<file path="config.mk">
export PLATFORM = sky130hd
export DESIGN_NAME = nss_sequencer
export DESIGN_NICKNAME = d
export VERILOG_FILES = /design/src/nss_pkg.sv /design/src/nss_half_shift.sv /design/src/nss_skid_buf.sv /design/src/nss_sequencer.sv
export SDC_FILE = /design/constraint.sdc
export NUM_CORES = 1
export LEC_CHECK = 0
export BUFFER_PORTS_ARGS = -buffer_cell sky130_fd_sc_hd__buf_4
export CORE_UTILIZATION = 40
export DETAILED_ROUTE_END_ITERATION = 10
export PLACE_DENSITY_LB_ADDON = 0.25
export SLEW_MARGIN = 20
export SYNTH_ARGS = -nofsm -noshare
export SYNTH_HDL_FRONTEND = slang
export SYNTH_SLANG_ARGS = --single-unit
</file>
<file path="constraint.sdc">
create_clock -name clock -period 5.8 [get_ports clock]
set_input_delay 1.74 -clock clock [delete_from_list [all_inputs] [get_ports clock]]
set_output_delay 1.74 -clock clock [all_outputs]
set_load 0.05 [all_outputs]
</file>
<file path="src/nss_pkg.sv">
// Shared constants and types for the NAND strobe sequencer
package nss_pkg;

  // ****************************************************************
  // Timing
  // ****************************************************************
  localparam int CLK_PERIOD_PS = 25000;
  // Least gap from latch release to first read, in half periods
  localparam int ALE_TO_RD_HALF_T = 7;
  localparam int ALE_TO_RD_CYC = (ALE_TO_RD_HALF_T + 1) / 2;
  // Least gap from ready/busy high to read strobe
  localparam int RB_TO_RD_CYC = 3;
  // The read lead cycle supplies the last clock of that gap
  localparam logic [1:0] RB_DLY_LOAD = 2'(RB_TO_RD_CYC - 2);
  localparam logic [3:0] MIN_RECOV_CYC = 4'h2;
  // Write wait-state settings at or below this use the half-period strobe shift
  localparam logic [1:0] WS_HALF_LIMIT = 2'h1;
  localparam logic [1:0] WS_ONE = 2'h1;
  localparam logic [1:0] CNT_ZERO = 2'h0;

  // ****************************************************************
  // Step kinds
  // ****************************************************************
  localparam logic [1:0] OP_CMD_WR = 2'h0;
  localparam logic [1:0] OP_ADDR_WR = 2'h1;
  localparam logic [1:0] OP_DATA_WR = 2'h2;
  localparam logic [1:0] OP_DATA_RD = 2'h3;

  typedef enum logic [10:0] {
    ST_IDLE    = 11'h001,
    ST_RB_WAIT = 11'h002,
    ST_RB_DLY  = 11'h004,
    ST_RD_LEAD = 11'h008,
    ST_RD_ACT  = 11'h010,
    ST_RD_HIGH = 11'h020,
    ST_WR_LEAD = 11'h040,
    ST_WR_ACT  = 11'h080,
    ST_WR_HIGH = 11'h100,
    ST_WR_TAIL = 11'h200,
    ST_SPARE   = 11'h400
  } nss_state_t;

endpackage : nss_pkg

</file>
<file path="src/nss_half_shift.sv">
// Falling-edge retimer that delays a strobe by half a clock period
`timescale 1ns/10ps
`default_nettype none

module nss_half_shift (
  // Clock and reset
  input wire logic clock,
  input wire logic rst_n,
  input wire logic clk_en,
  // Strobe
  input wire logic level_in,
  input wire logic half_sel,
  output logic level_out
);

  logic half_q_r;

  // Falling-edge copy; cheaper than a doubled clock for one offset
  always_ff @(negedge clock) begin
    if (!rst_n) begin
      half_q_r <= 1'b0;
    end else if (clk_en) begin
      half_q_r <= level_in;
    end
  end

  // Both sources are flops, so the pin stays glitch-free per setting
  assign level_out = half_sel ? half_q_r : level_in;

endmodule : nss_half_shift

`default_nettype wire

</file>
<file path="src/nss_skid_buf.sv">
// Small flop FIFO holding read bytes while the consumer stalls
`timescale 1ns/10ps
`default_nettype none

module nss_skid_buf #(
  parameter int WIDTH = 8,
  parameter int DEPTH = 2
) (
  // Clock and reset
  input wire logic clock,
  input wire logic rst_n,
  input wire logic clk_en,
  // Fill side
  input wire logic in_valid,
  output logic in_ready,
  input wire logic [WIDTH-1:0] in_data,
  // Drain side
  output logic out_valid,
  input wire logic out_ready,
  output logic [WIDTH-1:0] out_data,
  // Occupancy
  output logic [$clog2(DEPTH+1)-1:0] count
);

  localparam int PW = (DEPTH > 1) ? $clog2(DEPTH) : 1;
  localparam int CW = $clog2(DEPTH + 1);

  logic [WIDTH-1:0] mem_r [DEPTH];
  logic [PW-1:0] wr_ptr_r;
  logic [PW-1:0] rd_ptr_r;
  logic [CW-1:0] count_r;
  logic push;
  logic pop;

  assign in_ready = (count_r != CW'(DEPTH));
  assign out_valid = (count_r != '0);
  assign out_data = mem_r[rd_ptr_r];
  assign count = count_r;
  assign push = in_valid && in_ready && clk_en;
  assign pop = out_valid && out_ready && clk_en;

  // Storage
  always_ff @(posedge clock) begin
    if (push) begin
      mem_r[wr_ptr_r] <= in_data;
    end
  end

  // Pointers wrap at DEPTH
  always_ff @(posedge clock) begin
    if (!rst_n) begin
      wr_ptr_r <= '0;
      rd_ptr_r <= '0;
      count_r <= '0;
    end else begin
      if (push) begin
        wr_ptr_r <= (wr_ptr_r == PW'(DEPTH - 1)) ? '0 : wr_ptr_r + PW'(1);
      end
      if (pop) begin
        rd_ptr_r <= (rd_ptr_r == PW'(DEPTH - 1)) ? '0 : rd_ptr_r + PW'(1);
      end
      if (push && !pop) begin
        count_r <= count_r + CW'(1);
      end else if (pop && !push) begin
        count_r <= count_r - CW'(1);
      end
    end
  end

endmodule : nss_skid_buf

`default_nettype wire

</file>
<file path="src/nss_sequencer.sv">
// NAND flash strobe sequencer on the second external bus
`timescale 1ns/10ps
`default_nettype none

module nss_sequencer #(
  parameter int TR_NS = 25000,
  parameter int BUF_DEPTH = 2
) (
  // Clock and reset
  input wire logic clock,
  input wire logic rst_n,
  input wire logic clk_en,
  // Timing configuration
  input wire logic [1:0] access_ws_rd,
  input wire logic [1:0] access_ws_wr,
  input wire logic [3:0] recovery_cycles,
  // Bus sharing
  input wire logic other_master_req,
  input wire logic async_access_busy,
  input wire logic async_lower_byte_lane_low,
  input wire logic async_upper_byte_lane_low,
  // Step requests
  input wire logic step_valid,
  output logic step_ready,
  input wire logic [1:0] step_op,
  input wire logic step_chain,
  input wire logic step_wait_rb,
  input wire logic [7:0] step_wdata,
  // Read data
  output logic rd_valid,
  input wire logic rd_ready,
  output logic [7:0] rd_data,
  // Status
  output logic seq_busy,
  // Flash pins
  output logic nand_cs_n,
  output logic nand_we_n,
  output logic nand_re_n,
  output logic lower_byte_lane_low,
  output logic upper_byte_lane_low,
  output logic [7:0] data_out,
  output logic data_oe_n,
  input wire logic [7:0] data_in,
  input wire logic ready_busy
);

  // ****************************************************************
  // Derived counts
  // ****************************************************************
  localparam int TR_CYC = (TR_NS * 1000 + nss_pkg::CLK_PERIOD_PS - 1) / nss_pkg::CLK_PERIOD_PS;
  localparam int GAP_CYC = TR_CYC + nss_pkg::ALE_TO_RD_CYC;
  localparam int GW = $clog2(GAP_CYC + 1);
  localparam int BCW = $clog2(BUF_DEPTH + 1);

  // Entry state of a new step
  function automatic nss_pkg::nss_state_t entry_of(input logic [1:0] op, input logic wait_rb,
                                                   input logic [1:0] ws_wr,
                                                   input logic after_read);
    if (op == nss_pkg::OP_DATA_RD) begin
      if (wait_rb) begin
        entry_of = nss_pkg::ST_RB_WAIT;
      end else if (after_read) begin
        entry_of = nss_pkg::ST_RD_ACT;
      end else begin
        entry_of = nss_pkg::ST_RD_LEAD;
      end
    end else if (ws_wr > nss_pkg::WS_HALF_LIMIT) begin
      entry_of = nss_pkg::ST_WR_LEAD;
    end else begin
      entry_of = nss_pkg::ST_WR_ACT;
    end
  endfunction : entry_of

  nss_pkg::nss_state_t state_r;
  nss_pkg::nss_state_t state_nxt;
  logic [1:0] cnt_r;
  logic [1:0] op_r;
  logic chain_r;
  logic wrb_r;
  logic [7:0] wdata_r;
  logic [3:0] recov_r;
  logic [GW-1:0] gap_r;
  logic rb_s1_r;
  logic rb_s2_r;
  logic [7:0] din_s1_r;
  logic [7:0] din_s2_r;
  logic [1:0] cap_r;
  logic cs_r;
  logic we_r;
  logic re_r;
  logic ale_r;
  logic cle_r;
  logic own_r;
  logic half_r;
  logic [7:0] dout_r;
  logic doe_r;
  logic we_shift;
  logic [BCW-1:0] buf_count;
  logic buf_in_ready;
  logic sample_now;
  logic room_ok;
  logic idle_ok;
  logic bound_wr;
  logic bound_rd;
  logic take;
  logic [1:0] op_nxt;
  logic [7:0] wdata_nxt;
  logic [2:0] inflight;
  logic [3:0] recov_load;

  // ****************************************************************
  // Admission
  // ****************************************************************
  // Reads in flight are counted so a stalled consumer never overflows
  assign sample_now = (state_r == nss_pkg::ST_RD_ACT) && (cnt_r == nss_pkg::CNT_ZERO);
  assign inflight = 3'(cap_r[0]) + 3'(cap_r[1]) + 3'(sample_now) + 3'(buf_count);
  assign room_ok = (step_op != nss_pkg::OP_DATA_RD) || (inflight < 3'(BUF_DEPTH));
  assign idle_ok = !other_master_req && !async_access_busy && (recov_r == 4'h0);
  assign bound_wr = (state_r == nss_pkg::ST_WR_HIGH);
  assign bound_rd = sample_now;
  always_comb begin
    if (state_r == nss_pkg::ST_IDLE) begin
      take = step_valid && idle_ok && room_ok;
    end else if (bound_wr || bound_rd) begin
      take = chain_r && step_valid && !other_master_req && room_ok;
    end else begin
      take = 1'b0;
    end
  end
  assign step_ready = take && clk_en;
  assign op_nxt = take ? step_op : op_r;
  assign wdata_nxt = take ? step_wdata : wdata_r;

  // ****************************************************************
  // Phase sequencing
  // ****************************************************************
  // Next phase; a plain access spends 2+ws clocks with select low; ready/busy waits and write tails add more
  always_comb begin
    state_nxt = state_r;
    case (state_r)
      nss_pkg::ST_IDLE: begin
        if (take) begin
          state_nxt = entry_of(step_op, step_wait_rb, access_ws_wr, 1'b0);
        end
      end
      nss_pkg::ST_RB_WAIT: begin
        if (rb_s2_r && (gap_r == '0)) begin
          state_nxt = nss_pkg::ST_RB_DLY;
        end
      end
      nss_pkg::ST_RB_DLY: begin
        if (cnt_r == nss_pkg::CNT_ZERO) begin
          state_nxt = nss_pkg::ST_RD_LEAD;
        end
      end
      nss_pkg::ST_RD_LEAD: begin
        state_nxt = nss_pkg::ST_RD_ACT;
      end
      nss_pkg::ST_RD_ACT: begin
        if (cnt_r == nss_pkg::CNT_ZERO) begin
          state_nxt = take ? nss_pkg::ST_RD_HIGH : nss_pkg::ST_IDLE;
        end
      end
      nss_pkg::ST_RD_HIGH: begin
        state_nxt = entry_of(op_r, wrb_r, access_ws_wr, 1'b1);
      end
      nss_pkg::ST_WR_LEAD: begin
        state_nxt = nss_pkg::ST_WR_ACT;
      end
      nss_pkg::ST_WR_ACT: begin
        if (cnt_r == nss_pkg::CNT_ZERO) begin
          state_nxt = nss_pkg::ST_WR_HIGH;
        end
      end
      nss_pkg::ST_WR_HIGH: begin
        if (take) begin
          state_nxt = entry_of(step_op, step_wait_rb, access_ws_wr, 1'b0);
        end else if (access_ws_wr > nss_pkg::WS_HALF_LIMIT) begin
          state_nxt = nss_pkg::ST_WR_TAIL;
        end else begin
          state_nxt = nss_pkg::ST_IDLE;
        end
      end
      nss_pkg::ST_WR_TAIL: begin
        state_nxt = nss_pkg::ST_IDLE;
      end
      default: begin
        state_nxt = nss_pkg::ST_IDLE;
      end
    endcase
  end

  // Phase register
  always_ff @(posedge clock) begin
    if (!rst_n) begin
      state_r <= nss_pkg::ST_IDLE;
    end else if (clk_en) begin
      state_r <= state_nxt;
    end
  end

  // Phase length counter, counts down to zero
  always_ff @(posedge clock) begin
    if (!rst_n) begin
      cnt_r <= nss_pkg::CNT_ZERO;
    end else if (clk_en) begin
      if (state_nxt != state_r || state_nxt == nss_pkg::ST_RD_HIGH) begin
        case (state_nxt)
          nss_pkg::ST_WR_ACT: begin
            if (access_ws_wr > nss_pkg::WS_HALF_LIMIT) begin
              cnt_r <= access_ws_wr - nss_pkg::WS_ONE;
            end else begin
              cnt_r <= access_ws_wr;
            end
          end
          nss_pkg::ST_RD_ACT: cnt_r <= access_ws_rd;
          nss_pkg::ST_RB_DLY: cnt_r <= nss_pkg::RB_DLY_LOAD;
          default: cnt_r <= nss_pkg::CNT_ZERO;
        endcase
      end else if (cnt_r != nss_pkg::CNT_ZERO) begin
        cnt_r <= cnt_r - nss_pkg::WS_ONE;
      end
    end
  end

  // Current step
  always_ff @(posedge clock) begin
    if (!rst_n) begin
      op_r <= nss_pkg::OP_CMD_WR;
      chain_r <= 1'b0;
      wrb_r <= 1'b0;
      wdata_r <= 8'h00;
    end else if (clk_en && take) begin
      op_r <= step_op;
      chain_r <= step_chain;
      wrb_r <= step_wait_rb;
      wdata_r <= step_wdata;
    end
  end

  // ****************************************************************
  // Timers and pin synchronisers
  // ****************************************************************
  // Recovery after the shared controller; the floor of two is enforced here
  assign recov_load = (recovery_cycles < nss_pkg::MIN_RECOV_CYC) ?
                      nss_pkg::MIN_RECOV_CYC : recovery_cycles;
  always_ff @(posedge clock) begin
    if (!rst_n) begin
      recov_r <= 4'h0;
    end else if (clk_en) begin
      if (async_access_busy) begin
        recov_r <= recov_load;
      end else if (recov_r != 4'h0) begin
        recov_r <= recov_r - 4'h1;
      end
    end
  end

  // Array access gap restarts whenever the address latch is high
  always_ff @(posedge clock) begin
    if (!rst_n) begin
      gap_r <= '0;
    end else if (clk_en) begin
      if (ale_r && own_r) begin
        gap_r <= GW'(GAP_CYC);
      end else if (gap_r != '0) begin
        gap_r <= gap_r - GW'(1);
      end
    end
  end

  // Two-flop synchronisers for the flash pins
  always_ff @(posedge clock) begin
    if (!rst_n) begin
      rb_s1_r <= 1'b0;
      rb_s2_r <= 1'b0;
      din_s1_r <= 8'h00;
      din_s2_r <= 8'h00;
      cap_r <= 2'b00;
    end else if (clk_en) begin
      rb_s1_r <= ready_busy;
      rb_s2_r <= rb_s1_r;
      din_s1_r <= data_in;
      din_s2_r <= din_s1_r;
      cap_r <= {cap_r[0], sample_now}; // Push trails the sample by two clocks
    end
  end

  // ****************************************************************
  // Pin drivers
  // ****************************************************************
  // Strobes registered from the next phase so pins change on edges
  always_ff @(posedge clock) begin
    if (!rst_n) begin
      cs_r <= 1'b0;
      we_r <= 1'b0;
      re_r <= 1'b0;
      ale_r <= 1'b0;
      cle_r <= 1'b0;
      own_r <= 1'b0;
      half_r <= 1'b0;
      dout_r <= 8'h00;
      doe_r <= 1'b0;
    end else if (clk_en) begin
      own_r <= (state_nxt != nss_pkg::ST_IDLE);
      cs_r <= (state_nxt != nss_pkg::ST_IDLE);
      we_r <= (state_nxt == nss_pkg::ST_WR_ACT);
      re_r <= (state_nxt == nss_pkg::ST_RD_ACT);
      half_r <= (access_ws_wr <= nss_pkg::WS_HALF_LIMIT);
      // Latches hold through the high phase, low in any read phase
      if (state_nxt == nss_pkg::ST_WR_LEAD || state_nxt == nss_pkg::ST_WR_ACT ||
          state_nxt == nss_pkg::ST_WR_HIGH) begin
        ale_r <= (op_nxt == nss_pkg::OP_ADDR_WR);
        cle_r <= (op_nxt == nss_pkg::OP_CMD_WR);
        doe_r <= 1'b1;
        dout_r <= wdata_nxt;
      end else begin
        ale_r <= 1'b0;
        cle_r <= 1'b0;
        doe_r <= 1'b0;
      end
    end
  end

  // Write strobe shifted half a clock for low wait-state counts
  nss_half_shift u_we_shift (
    .clock(clock),
    .rst_n(rst_n),
    .clk_en(clk_en),
    .level_in(we_r),
    .half_sel(half_r),
    .level_out(we_shift)
  );

  assign nand_cs_n = ~cs_r;
  assign nand_we_n = ~we_shift;
  assign nand_re_n = ~re_r;
  assign lower_byte_lane_low = own_r ? ale_r : async_lower_byte_lane_low;
  assign upper_byte_lane_low = own_r ? cle_r : async_upper_byte_lane_low;
  assign data_out = dout_r;
  assign data_oe_n = ~doe_r;
  assign seq_busy = own_r;

  // ****************************************************************
  // Read buffer
  // ****************************************************************
  nss_skid_buf #(
    .WIDTH(8),
    .DEPTH(BUF_DEPTH)
  ) u_rd_buf (
    .clock(clock),
    .rst_n(rst_n),
    .clk_en(clk_en),
    .in_valid(cap_r[1]),
    .in_ready(buf_in_ready),
    .in_data(din_s2_r),
    .out_valid(rd_valid),
    .out_ready(rd_ready),
    .out_data(rd_data),
    .count(buf_count)
  );

endmodule : nss_sequencer

`default_nettype wire

</file>
Word level (Yosys, flattened, before mapping)
Memory sizes are Yosys's and may differ from the RTL's. A register that Yosys moved wholly into a read port is not among the register bits. Cells that the tools add are included.

Bits in latches: 0. Memory bits (writable): 16. Memories: 1. Word-level logic and storage cells: 150. Flip-flop bits (word level): 79. Bits of input ports: 38. Output and inout port bits: 25. Bits in read-only memories: 0.

Shifts and indexed selects: 0. Div/mod/pow operators: 0. Equality and inequality tests: 22. Muxes and demuxes: 41. Bitwise operators: 4. Add/subtract/negate cells: 11. Magnitude comparators: 4. Multiply operators: 0. Reduce and logical (&&, ||, !) cells: 42.

Memories: u_rd_buf.mem_r (depth 2, width 8, rd ports 1, clocked after memory_dff 1, wr ports 1, RTL line nss_skid_buf.sv:28) `logic [WIDTH-1:0] mem_r [DEPTH];`.

Operator list (count): 11-bit one-hot mux with 9 select lines (1); 11-bit two-way mux (8); 10-bit two-way mux (3); 11-bit by 3-bit == test with 1-bit output, second input constant (2); 11-bit by 5-bit == test with 1-bit output, second input constant (2); 11-bit by 6-bit == test with 1-bit output, second input constant (2); 11-bit by 7-bit == test with 1-bit output, second input constant (2); 11-bit by 8-bit == test with 1-bit output, second input constant (2); 11-bit by 9-bit == test with 1-bit output, second input constant (2); 1-bit logical AND (17); 4-bit two-way mux (4); 8-bit two-way mux (2); 1-bit two-way mux (14); 2-bit two-way mux (6); 2-bit nonzero test (6); 11-bit by 1-bit == test with 1-bit output, second input constant (1); 11-bit by 2-bit == test with 1-bit output, second input constant (1); 11-bit by 4-bit == test with 1-bit output, second input constant (1); 11-bit by 1-bit != test with 1-bit output, second input constant (1); 11-bit != test (1); 10-bit zero test (1); 10-bit nonzero test (1); 10-bit by 1-bit subtractor with 10-bit output, second input constant (1); 2-bit AND reduction (4); other kinds (23) (39).

Logic depth before layout (Yosys ltp)
Gate-level depths: netlist of run 1.

Depth after elaboration: 16. Gate-level depth with buffers: 13. Depth with buffers taken out: 10.

Modules after synthesis
Synthesis of run 1 repeated with hierarchy kept, for this count alone.

Cell total of the unflattened synthesis: 519. Area total of the unflattened synthesis: 4738.3 µm².

By module, submodules not included: nss_sequencer (cells an instance 464, seq. area each 1481.4 µm², instances 1, area each 3856.2 µm²); nss_skid_buf (cells an instance 50, seq. area each 580.6 µm², instances 1, area each 827.0 µm²); nss_half_shift (cells an instance 5, seq. area each 20.0 µm², instances 1, area each 55.1 µm²).

==> out/metrics.sh, run 1 <==
RUN_STATUS='finished clean'
DRT_FIRST_ITER_VIOLATIONS=267
YS_DOMINANT_REG_CELL='sky130_fd_sc_hd__dfxtp_1'
SHARE_OF_POST_ROUTE_CELLS_WITH_DRIVE_STRENGTH_ABOVE_1=0.188
SYN-INSTANCE-COUNT=533
YS_SEQ_AREA_FRAC=0.416
GRT.OVERFLOW.TOTAL=0
SYN-NUM-NETS=580
SKEW_NS=0.0526
TIMING.CRITICAL_PATH.SLOWEST_CELL_DELAY_NS=0.33
SYNTHTOPCELLSBYAREA='sky130_fd_sc_hd__dfxtp_1, sky130_fd_sc_hd__edfxtp_1, sky130_fd_sc_hd__mux2i_1'
NETLIST-CELL-TYPE-COUNT=68
STARTPOINT_TYPE='register'
WORSTPATHREQUIRED_NS=4.06
FINAL_ANTENNA_NET_COUNT=0
CP_DATA_ARRIVAL_TIME_NS=3.97
SETUP_VIOL=0
SYN_AREA_UM2=5000
ANTENNADIODECOUNT=0
CLOCK_TREE.HTREE_LEVEL_COUNT=3
INSERTION_DELAY_NS=0.39
PLACED_INSTANCE_COUNT=733
WORST_PIN_SLEW_NS=0.763
FINALMAXSLEWVIOLATIONS=0
TOTALWIRELENGTH_UM=12400
SYNTH_ASYNC_SR_FLOP_SHARE=0
FINAL_CELLS=749
ROUTE.DETAILED.VIAS_PER_INST=5.49
P_PER_AREA_nW_PER_UM2=295
DRC_VIOLATION_COUNT_AFTER_ROUTING=0
CRITPATHMAXFANOUT=2
CP_NUM_BUF_INV=1
CTSLONGESTPATHBUFFERS=2
CRIT_SLOWEST_CELL='sky130_fd_sc_hd__dfxtp_2'
TRITONCTS='done'
DETAILEDROUTE.FIRSTPASSITERATIONCOUNT=5
SYNTH_ENABLE_FLOP_CELLS=16
SETUP.WORST_PATH.END_CLASS='output pin'
DETAIL_ROUTE.WL_PER_CELL_UM=16.5
CTS.CLK_SLEW.WORST_PATHS_NS=0.07
FINAL_HOLD_VIOL_COUNT=0
WORST_PATH_DOMINANT_CELL_FAMILY='flip-flops'
TIMING.SLEW.HEADROOM=0.490
HOLD_CLASS='register to register'
CTS-ROOT-BUF='sky130_fd_sc_hd__clkbuf_16'
ANTENNA_FOUND_INITIAL=0
CTS_MADE_BUFFERS=9
CORE_UM2=12100
WARNINGS_FROM_YOSYS=0
POST-DP-HPWL_UM=8800
P_TOTAL_mW=1.74
DIE-AREA_UM2=13000
DIE_WIDTH_UM=114
FLOW.AREA_GROWTH_FROM_SYNTHESIS_PCT=18.3
FP.DIEH_UM=114
CLKSINKCOUNT=96
GLOBALROUTETOTALUTIL=0.198
POWER.STATIC_LEAKAGE_nW=2.48
HOLD_BUFFERS=0
GRT_PASS1_WL_UM=19800
VIAS_IN_THE_FIRST_GLOBAL_ROUTE=3887
NNETSFINAL=623
IRDROPWORSTVDD_V=0.000132
SYNTH.LARGEST_AREA_CELL='sky130_fd_sc_hd__dfxtp_1'
BUFFER_PORTS.INSERTED=62
PLACE.GP.CONGESTION=0.920
DRV_CAP=0
START_UTIL=0.413
ROWS=40
GRT_SETUP_UNREPAIRED='no'
TOP_LEVEL_PORTS=63
SYNTHESIZED_AREA_PER_CELL_UM2=9.38
SETUP-TNS-FINAL_NS=0
YOSYSTOPAREACELLSHARE=0.320
PATH_CLASS='register to output pin'
YOSYS_REGISTER_BITS=96
PIN_COUNT_OF_THE_BIGGEST_NET_ENTERING_GLOBAL_ROUTING=85
DR_VIAS=4111
CRIT_CHAIN='mux2i_4 > buf_6'
-- final timing paths --
| path | startpoint | to | slack, ns | depth (start not counted) |
|---|---|---|---|---|
| setup / recovery | u_we_shift.half_q_r | nand_we_n | 0.09 | 2 |
| setup reg to reg | state_r[2] | data_out[2] | 1.93 | 10 |
| hold reg to reg | din_s2_r[3] | u_rd_buf.mem_r[1][3] | 0.45 | 0 |
| hold / removal | din_s2_r[3] | u_rd_buf.mem_r[1][3] | 0.45 | 0 |
-- cell families (layout without fill, tap and decap cells) --
logic type,count (synthesis),in the layout,synth area share
flops,96,96,0.416
mux,45,45,0.0926
buf+inv,55,103,0.0438
xor+xnor,12,12,0.0210
fa+ha+maj,9,9,0.0255
simple gates,203,203,0.236
compound gates,113,113,0.165
-- through the flow --
stage	hold WS (ns)	utilization	setup slack (ns)	area (um2)
6_report	0.455	0.489	0.0878	5920
5_1_grt	0.474	0.489	0.0537	5920
4_1_cts	0.459	0.488	0.0609	5910
3_5_place_dp	0.442	0.460	0.351	5570
3_3_place_gp	0.430	0.460	0.352	5570
2_1_floorplan	0.419	-	0.0578	5000
-- registers in the layout, summed over array words and instances (netlist names), 2 cells and up, named ones only --
register	count
u_rd_buf.mem_r	16
state_r	11
gap_r	10
data_out	8
din_s1_r	8
din_s2_r	8
wdata_r	8
recov_r	4
cap_r	2
cnt_r	2
op_r	2
u_rd_buf.count	2
-- layout make-up --
| cell class | count | area [um2] |
|---|---|---|
| fill | 1185 | 6190 |
| multi-input combinational | 382 | 2720 |
| sequential | 96 | 2080 |
| timing repair buffer | 68 | 514 |
| clock buffer | 9 | 225 |
| tap | 168 | 210 |
| clock inverter | 8 | 98.8 |
| inverter | 18 | 67.6 |
-- routing by layer --
layer  global-route usage  vias up  routed length [um]
met5                    0        -                   0
met4               0.0848        0                 259
met3               0.0478       20                 723
met2                0.321      114                5820
met1                0.250     1941                5560
li1                     -     2036                   -
-- synth_stat cells (3+ instances only) --
library cell and instances:
sky130_fd_sc_hd__a211oi_1 3, sky130_fd_sc_hd__a21boi_0 21, sky130_fd_sc_hd__a21o_1 3, sky130_fd_sc_hd__a21oi_1 10
sky130_fd_sc_hd__a22oi_1 4, sky130_fd_sc_hd__a31oi_1 3, sky130_fd_sc_hd__and2_1 11, sky130_fd_sc_hd__and3_1 12
sky130_fd_sc_hd__buf_2 4, sky130_fd_sc_hd__clkbuf_1 31, sky130_fd_sc_hd__dfxtp_1 80, sky130_fd_sc_hd__edfxtp_1 16
sky130_fd_sc_hd__ha_1 7, sky130_fd_sc_hd__inv_1 19, sky130_fd_sc_hd__mux2_2 10, sky130_fd_sc_hd__mux2i_1 35
sky130_fd_sc_hd__nand2_1 30, sky130_fd_sc_hd__nand3_1 12, sky130_fd_sc_hd__nand4_1 17, sky130_fd_sc_hd__nor2_1 25
sky130_fd_sc_hd__nor2b_1 45, sky130_fd_sc_hd__nor3_1 12, sky130_fd_sc_hd__nor3b_1 3, sky130_fd_sc_hd__nor4_1 5
sky130_fd_sc_hd__nor4b_1 4, sky130_fd_sc_hd__o211a_1 5, sky130_fd_sc_hd__o211ai_1 6, sky130_fd_sc_hd__o21a_1 5
sky130_fd_sc_hd__o21ai_0 15, sky130_fd_sc_hd__o21ai_1 6, sky130_fd_sc_hd__o221ai_1 8, sky130_fd_sc_hd__o31ai_1 3
sky130_fd_sc_hd__or2_2 3, sky130_fd_sc_hd__or3_1 4, sky130_fd_sc_hd__or4_1 3, sky130_fd_sc_hd__or4b_1 3
sky130_fd_sc_hd__xnor2_1 6, sky130_fd_sc_hd__xor2_1 6
-- power by group --
| group | leakage (nW) | switching [mW] | internal, mW |
|---|---|---|---|
| sequential | 0.801 | 0.0481 | 0.722 |
| clock | 0.163 | 0.282 | 0.349 |
| combinational | 1.52 | 0.186 | 0.157 |
| total | 2.48 | 0.516 | 1.23 |
-- placed cells by master, fill, tap and decap left out, drive strengths merged, types with 10 or more instances in the layout --
cell type / n
a21oi: 10
nand2: 30
inv: 23
nand3: 12
o21ai: 21
dfxtp: 80
a21boi: 23
and2: 11
buf: 68
mux2i: 35
nand4: 17
nor3: 13
and3: 12
edfxtp: 16
nor2b: 45
nor2: 25
mux2: 10
-- repair_timing --
item / CTS / global route
buffers inserted: 0 / 0
endpoints found under the hold margin: 0 / 0
resized for setup: 4 / 0
endpoints found under the setup margin: 1 / 0
No activity file was read; power rests on OpenSTA's default activity.
==> run 2, diff against run 1 <==
--- a/config.mk
+++ b/config.mk
@@ -6,7 +6,7 @@
 export NUM_CORES = 1
 export LEC_CHECK = 0
 export BUFFER_PORTS_ARGS = -buffer_cell sky130_fd_sc_hd__buf_4
-export CORE_UTILIZATION = 40
+export CORE_UTILIZATION = 60
 export DETAILED_ROUTE_END_ITERATION = 10
 export PLACE_DENSITY_LB_ADDON = 0.25
 export SLEW_MARGIN = 20
==> constraint.sdc (replaced) <==
create_clock -name clock -period 5.8 [get_ports clock]
set_input_delay 0.29 -clock clock [delete_from_list [all_inputs] [get_ports clock]]
set_output_delay 0.29 -clock clock [all_outputs]
set_load 0.05 [all_outputs]
==> out/metrics.sh, run 2 (synthesis results as in run 1) <==
BIGGESTREGSBYFLOPS='u_rd_buf.mem_r: 16 flops, state_r: 11 flops, gap_r: 10 flops'
GLOBALROUTETOTALUTIL=0.278  # +0.0800
CLKSINKCOUNT=96  # unchanged
FIN_HOLD_WS_NS=0.181  # -0.274 ns
PIN_COUNT_OF_THE_BIGGEST_NET_ENTERING_GLOBAL_ROUTING=85  # unchanged
SKEW_NS=0.0380  # -0.0146 ns
ROWS=32  # -20%
SETUP-TNS-FINAL_NS=0  # unchanged
LAYOUT.FILLER_CELLS=592  # -50%
SETUP_VIOL=0  # unchanged
CTS-ROOT-BUF='sky130_fd_sc_hd__clkbuf_8'
PATH_CLASS='register to output pin'
DETAILEDROUTE.FIRSTPASSITERATIONCOUNT=5  # unchanged
HOLD_CLASS='primary input to register'
PLACE.GP.CONGESTION=0.920  # about the same
CTS.REPAIR_TIMING.SETUP_BUFFER_COUNT=0  # unchanged
R2R_END='data_out[3]'
POST-DP-HPWL_UM=8250  # -6.2%
HOLD_BUFFERS=0  # unchanged
CRITPATHMAXFANOUT=2  # unchanged
CTSLONGESTPATHBUFFERS=2  # unchanged
DIE_WIDTH_UM=93.3  # -18%
CLOCK_TREE.HTREE_LEVEL_COUNT=3  # unchanged
R2R.WORST_PATH.CELLS=10  # unchanged
CP_DATA_ARRIVAL_TIME_NS=3.97  # about the same
DETAIL_ROUTE.WL_PER_CELL_UM=17.2  # +3.9%
CTS_MADE_BUFFERS=9  # unchanged
FINAL_ANTENNA_NET_COUNT=0  # unchanged
NNETSFINAL=621  # -0.32%
CTS.CLK_SLEW.WORST_PATHS_NS=0.10  # +0.03 ns
HOLD_PATH_END='din_s1_r[7]'
WORST_HOLD_STARTPOINT='data_in[7]'
FINAL_HOLD_VIOL_COUNT=0  # unchanged
ANTENNA_FOUND_INITIAL=0  # unchanged
CRIT-REG2REG-LAUNCH='state_r[0]'
NUMBER_OF_FLIP_FLOPS_UNDER_THE_LARGEST_REGISTER_NAME=16  # unchanged
LAYOUT.CELLS.MOST_COMMON_LIST='sky130_fd_sc_hd__dfxtp_1, sky130_fd_sc_hd__buf_4, sky130_fd_sc_hd__nor2b_1, sky130_fd_sc_hd__mux2i_1, sky130_fd_sc_hd__nand2_1'
TOP_LEVEL_PORTS=63  # unchanged
FINALMAXSLEWVIOLATIONS=0  # unchanged
GRT_SETUP_UNREPAIRED='no'
TOTALWIRELENGTH_UM=11700  # -5.5%
GRT_PASS1_WL_UM=18700  # -5.8%
GRT.OVERFLOW.TOTAL=0  # unchanged
ROUTE.DETAILED.VIAS_PER_INST=6.04  # +10%
ANTENNADIODECOUNT=0  # unchanged
SHARE_OF_POST_ROUTE_CELLS_WITH_DRIVE_STRENGTH_ABOVE_1=0.180  # -0.00799
WORST_PIN_SLEW_NS=1.04  # +0.276 ns
POWER.STATIC_LEAKAGE_nW=2.41  # -2.7%
P_TOTAL_mW=1.59  # -8.7%
RUN_STATUS='finished clean'
TRITONCTS='done'
WORSTPATHREQUIRED_NS=5.51  # +1.45 ns
STARTPOINT_TYPE='register'
CORE_UM2=7890  # -35%
DIE-AREA_UM2=8700  # -33%
POST_CTS_RESIZED=0  # -4
START_UTIL=0.634  # +0.221
TIMING.SLEW.HEADROOM=0.307  # -0.183
DRC_VIOLATION_COUNT_AFTER_ROUTING=0  # unchanged
REGISTER_WITH_THE_HIGHEST_FLOP_COUNT='u_rd_buf.mem_r'
SETUP.WORST_PATH.END_CLASS='output pin'
FLOW.AREA_GROWTH_FROM_SYNTHESIS_PCT=13.7
DRT_FIRST_ITER_VIOLATIONS=245  # -8.2%
DRV_CAP=0  # unchanged
INSERTION_DELAY_NS=0.39  # about the same
FP.DIEH_UM=93.3  # -18%
DR_VIAS=4113  # +0.049%
IRDROPWORSTVDD_V=0.000273  # +110%
BUFFER_PORTS.INSERTED=62  # unchanged
MIN_PATH_CELLS=3  # +3
P_PER_AREA_nW_PER_UM2=280  # -5.0%
FINAL_COMMON_CELL='sky130_fd_sc_hd__dfxtp_1'
VIAS_IN_THE_FIRST_GLOBAL_ROUTE=3784  # -2.6%
R2R_SLACK_NS=1.89  # -0.04 ns
[run 2: final cells by class]
class                   count  area, um2  area share
repair buffers             66        495      0.0871
clock inverters             8       90.1      0.0158
well taps                 102        128      0.0224
clock buffers               9        124      0.0218
flip-flops and latches     96       2080       0.366
multi-input cells         382       2700       0.475
inverters                  18       67.6      0.0119
[run 2: critical path: stages (launching register included)]
cell                      delay (ns)
sky130_fd_sc_hd__dfxtp_1        0.31
sky130_fd_sc_hd__mux2i_1        0.15
sky130_fd_sc_hd__buf_4          0.22
[run 2: worst max-delay path by stage]
stage | cells after the start | slack, ns | start | to
6_report | 2 | 1.54 | u_we_shift.half_q_r | nand_we_n
5_1_grt | 2 | 1.45 | u_we_shift.half_q_r | nand_we_n
4_1_cts | 2 | 1.52 | u_we_shift.half_q_r | nand_we_n
3_5_place_dp | 10 | 1.93 | state_r[0] | data_out[3]
3_3_place_gp | 2 | 1.99 | u_we_shift.half_q_r | nand_we_n
2_1_floorplan | 1 | 1.51 | u_we_shift.half_q_r | nand_we_n
[run 2: power breakdown]
part	switching, mW	internal (mW)	total [mW]	leakage, nW
registers	0.0493	0.722	0.771	0.801
clock network	0.259	0.209	0.468	0.109
logic	0.199	0.155	0.354	1.50
[run 2: metrics by stage]
stage	utilization	worst slack, ns	area, um2	std cells
after global routing	0.721	1.45	5690	681
final	0.721	1.54	5690	681
after detailed placement	0.694	1.93	5480	665
after CTS	0.721	1.52	5690	681
after floorplan	-	1.51	5000	533
after global placement	0.694	1.99	5480	665
[run 2: metal layers]
layer / GRT usage / share of wire / vias to the layer above / wire length (um)
li1: - / - / 2025 / -
met1: 0.365 / 0.44 / 1923 / 5160
met2: 0.449 / 0.47 / 147 / 5510
met3: 0.0691 / 0.063 / 18 / 737
met4: 0.0859 / 0.024 / 0 / 278
met5: 0 / 0 / - / 0
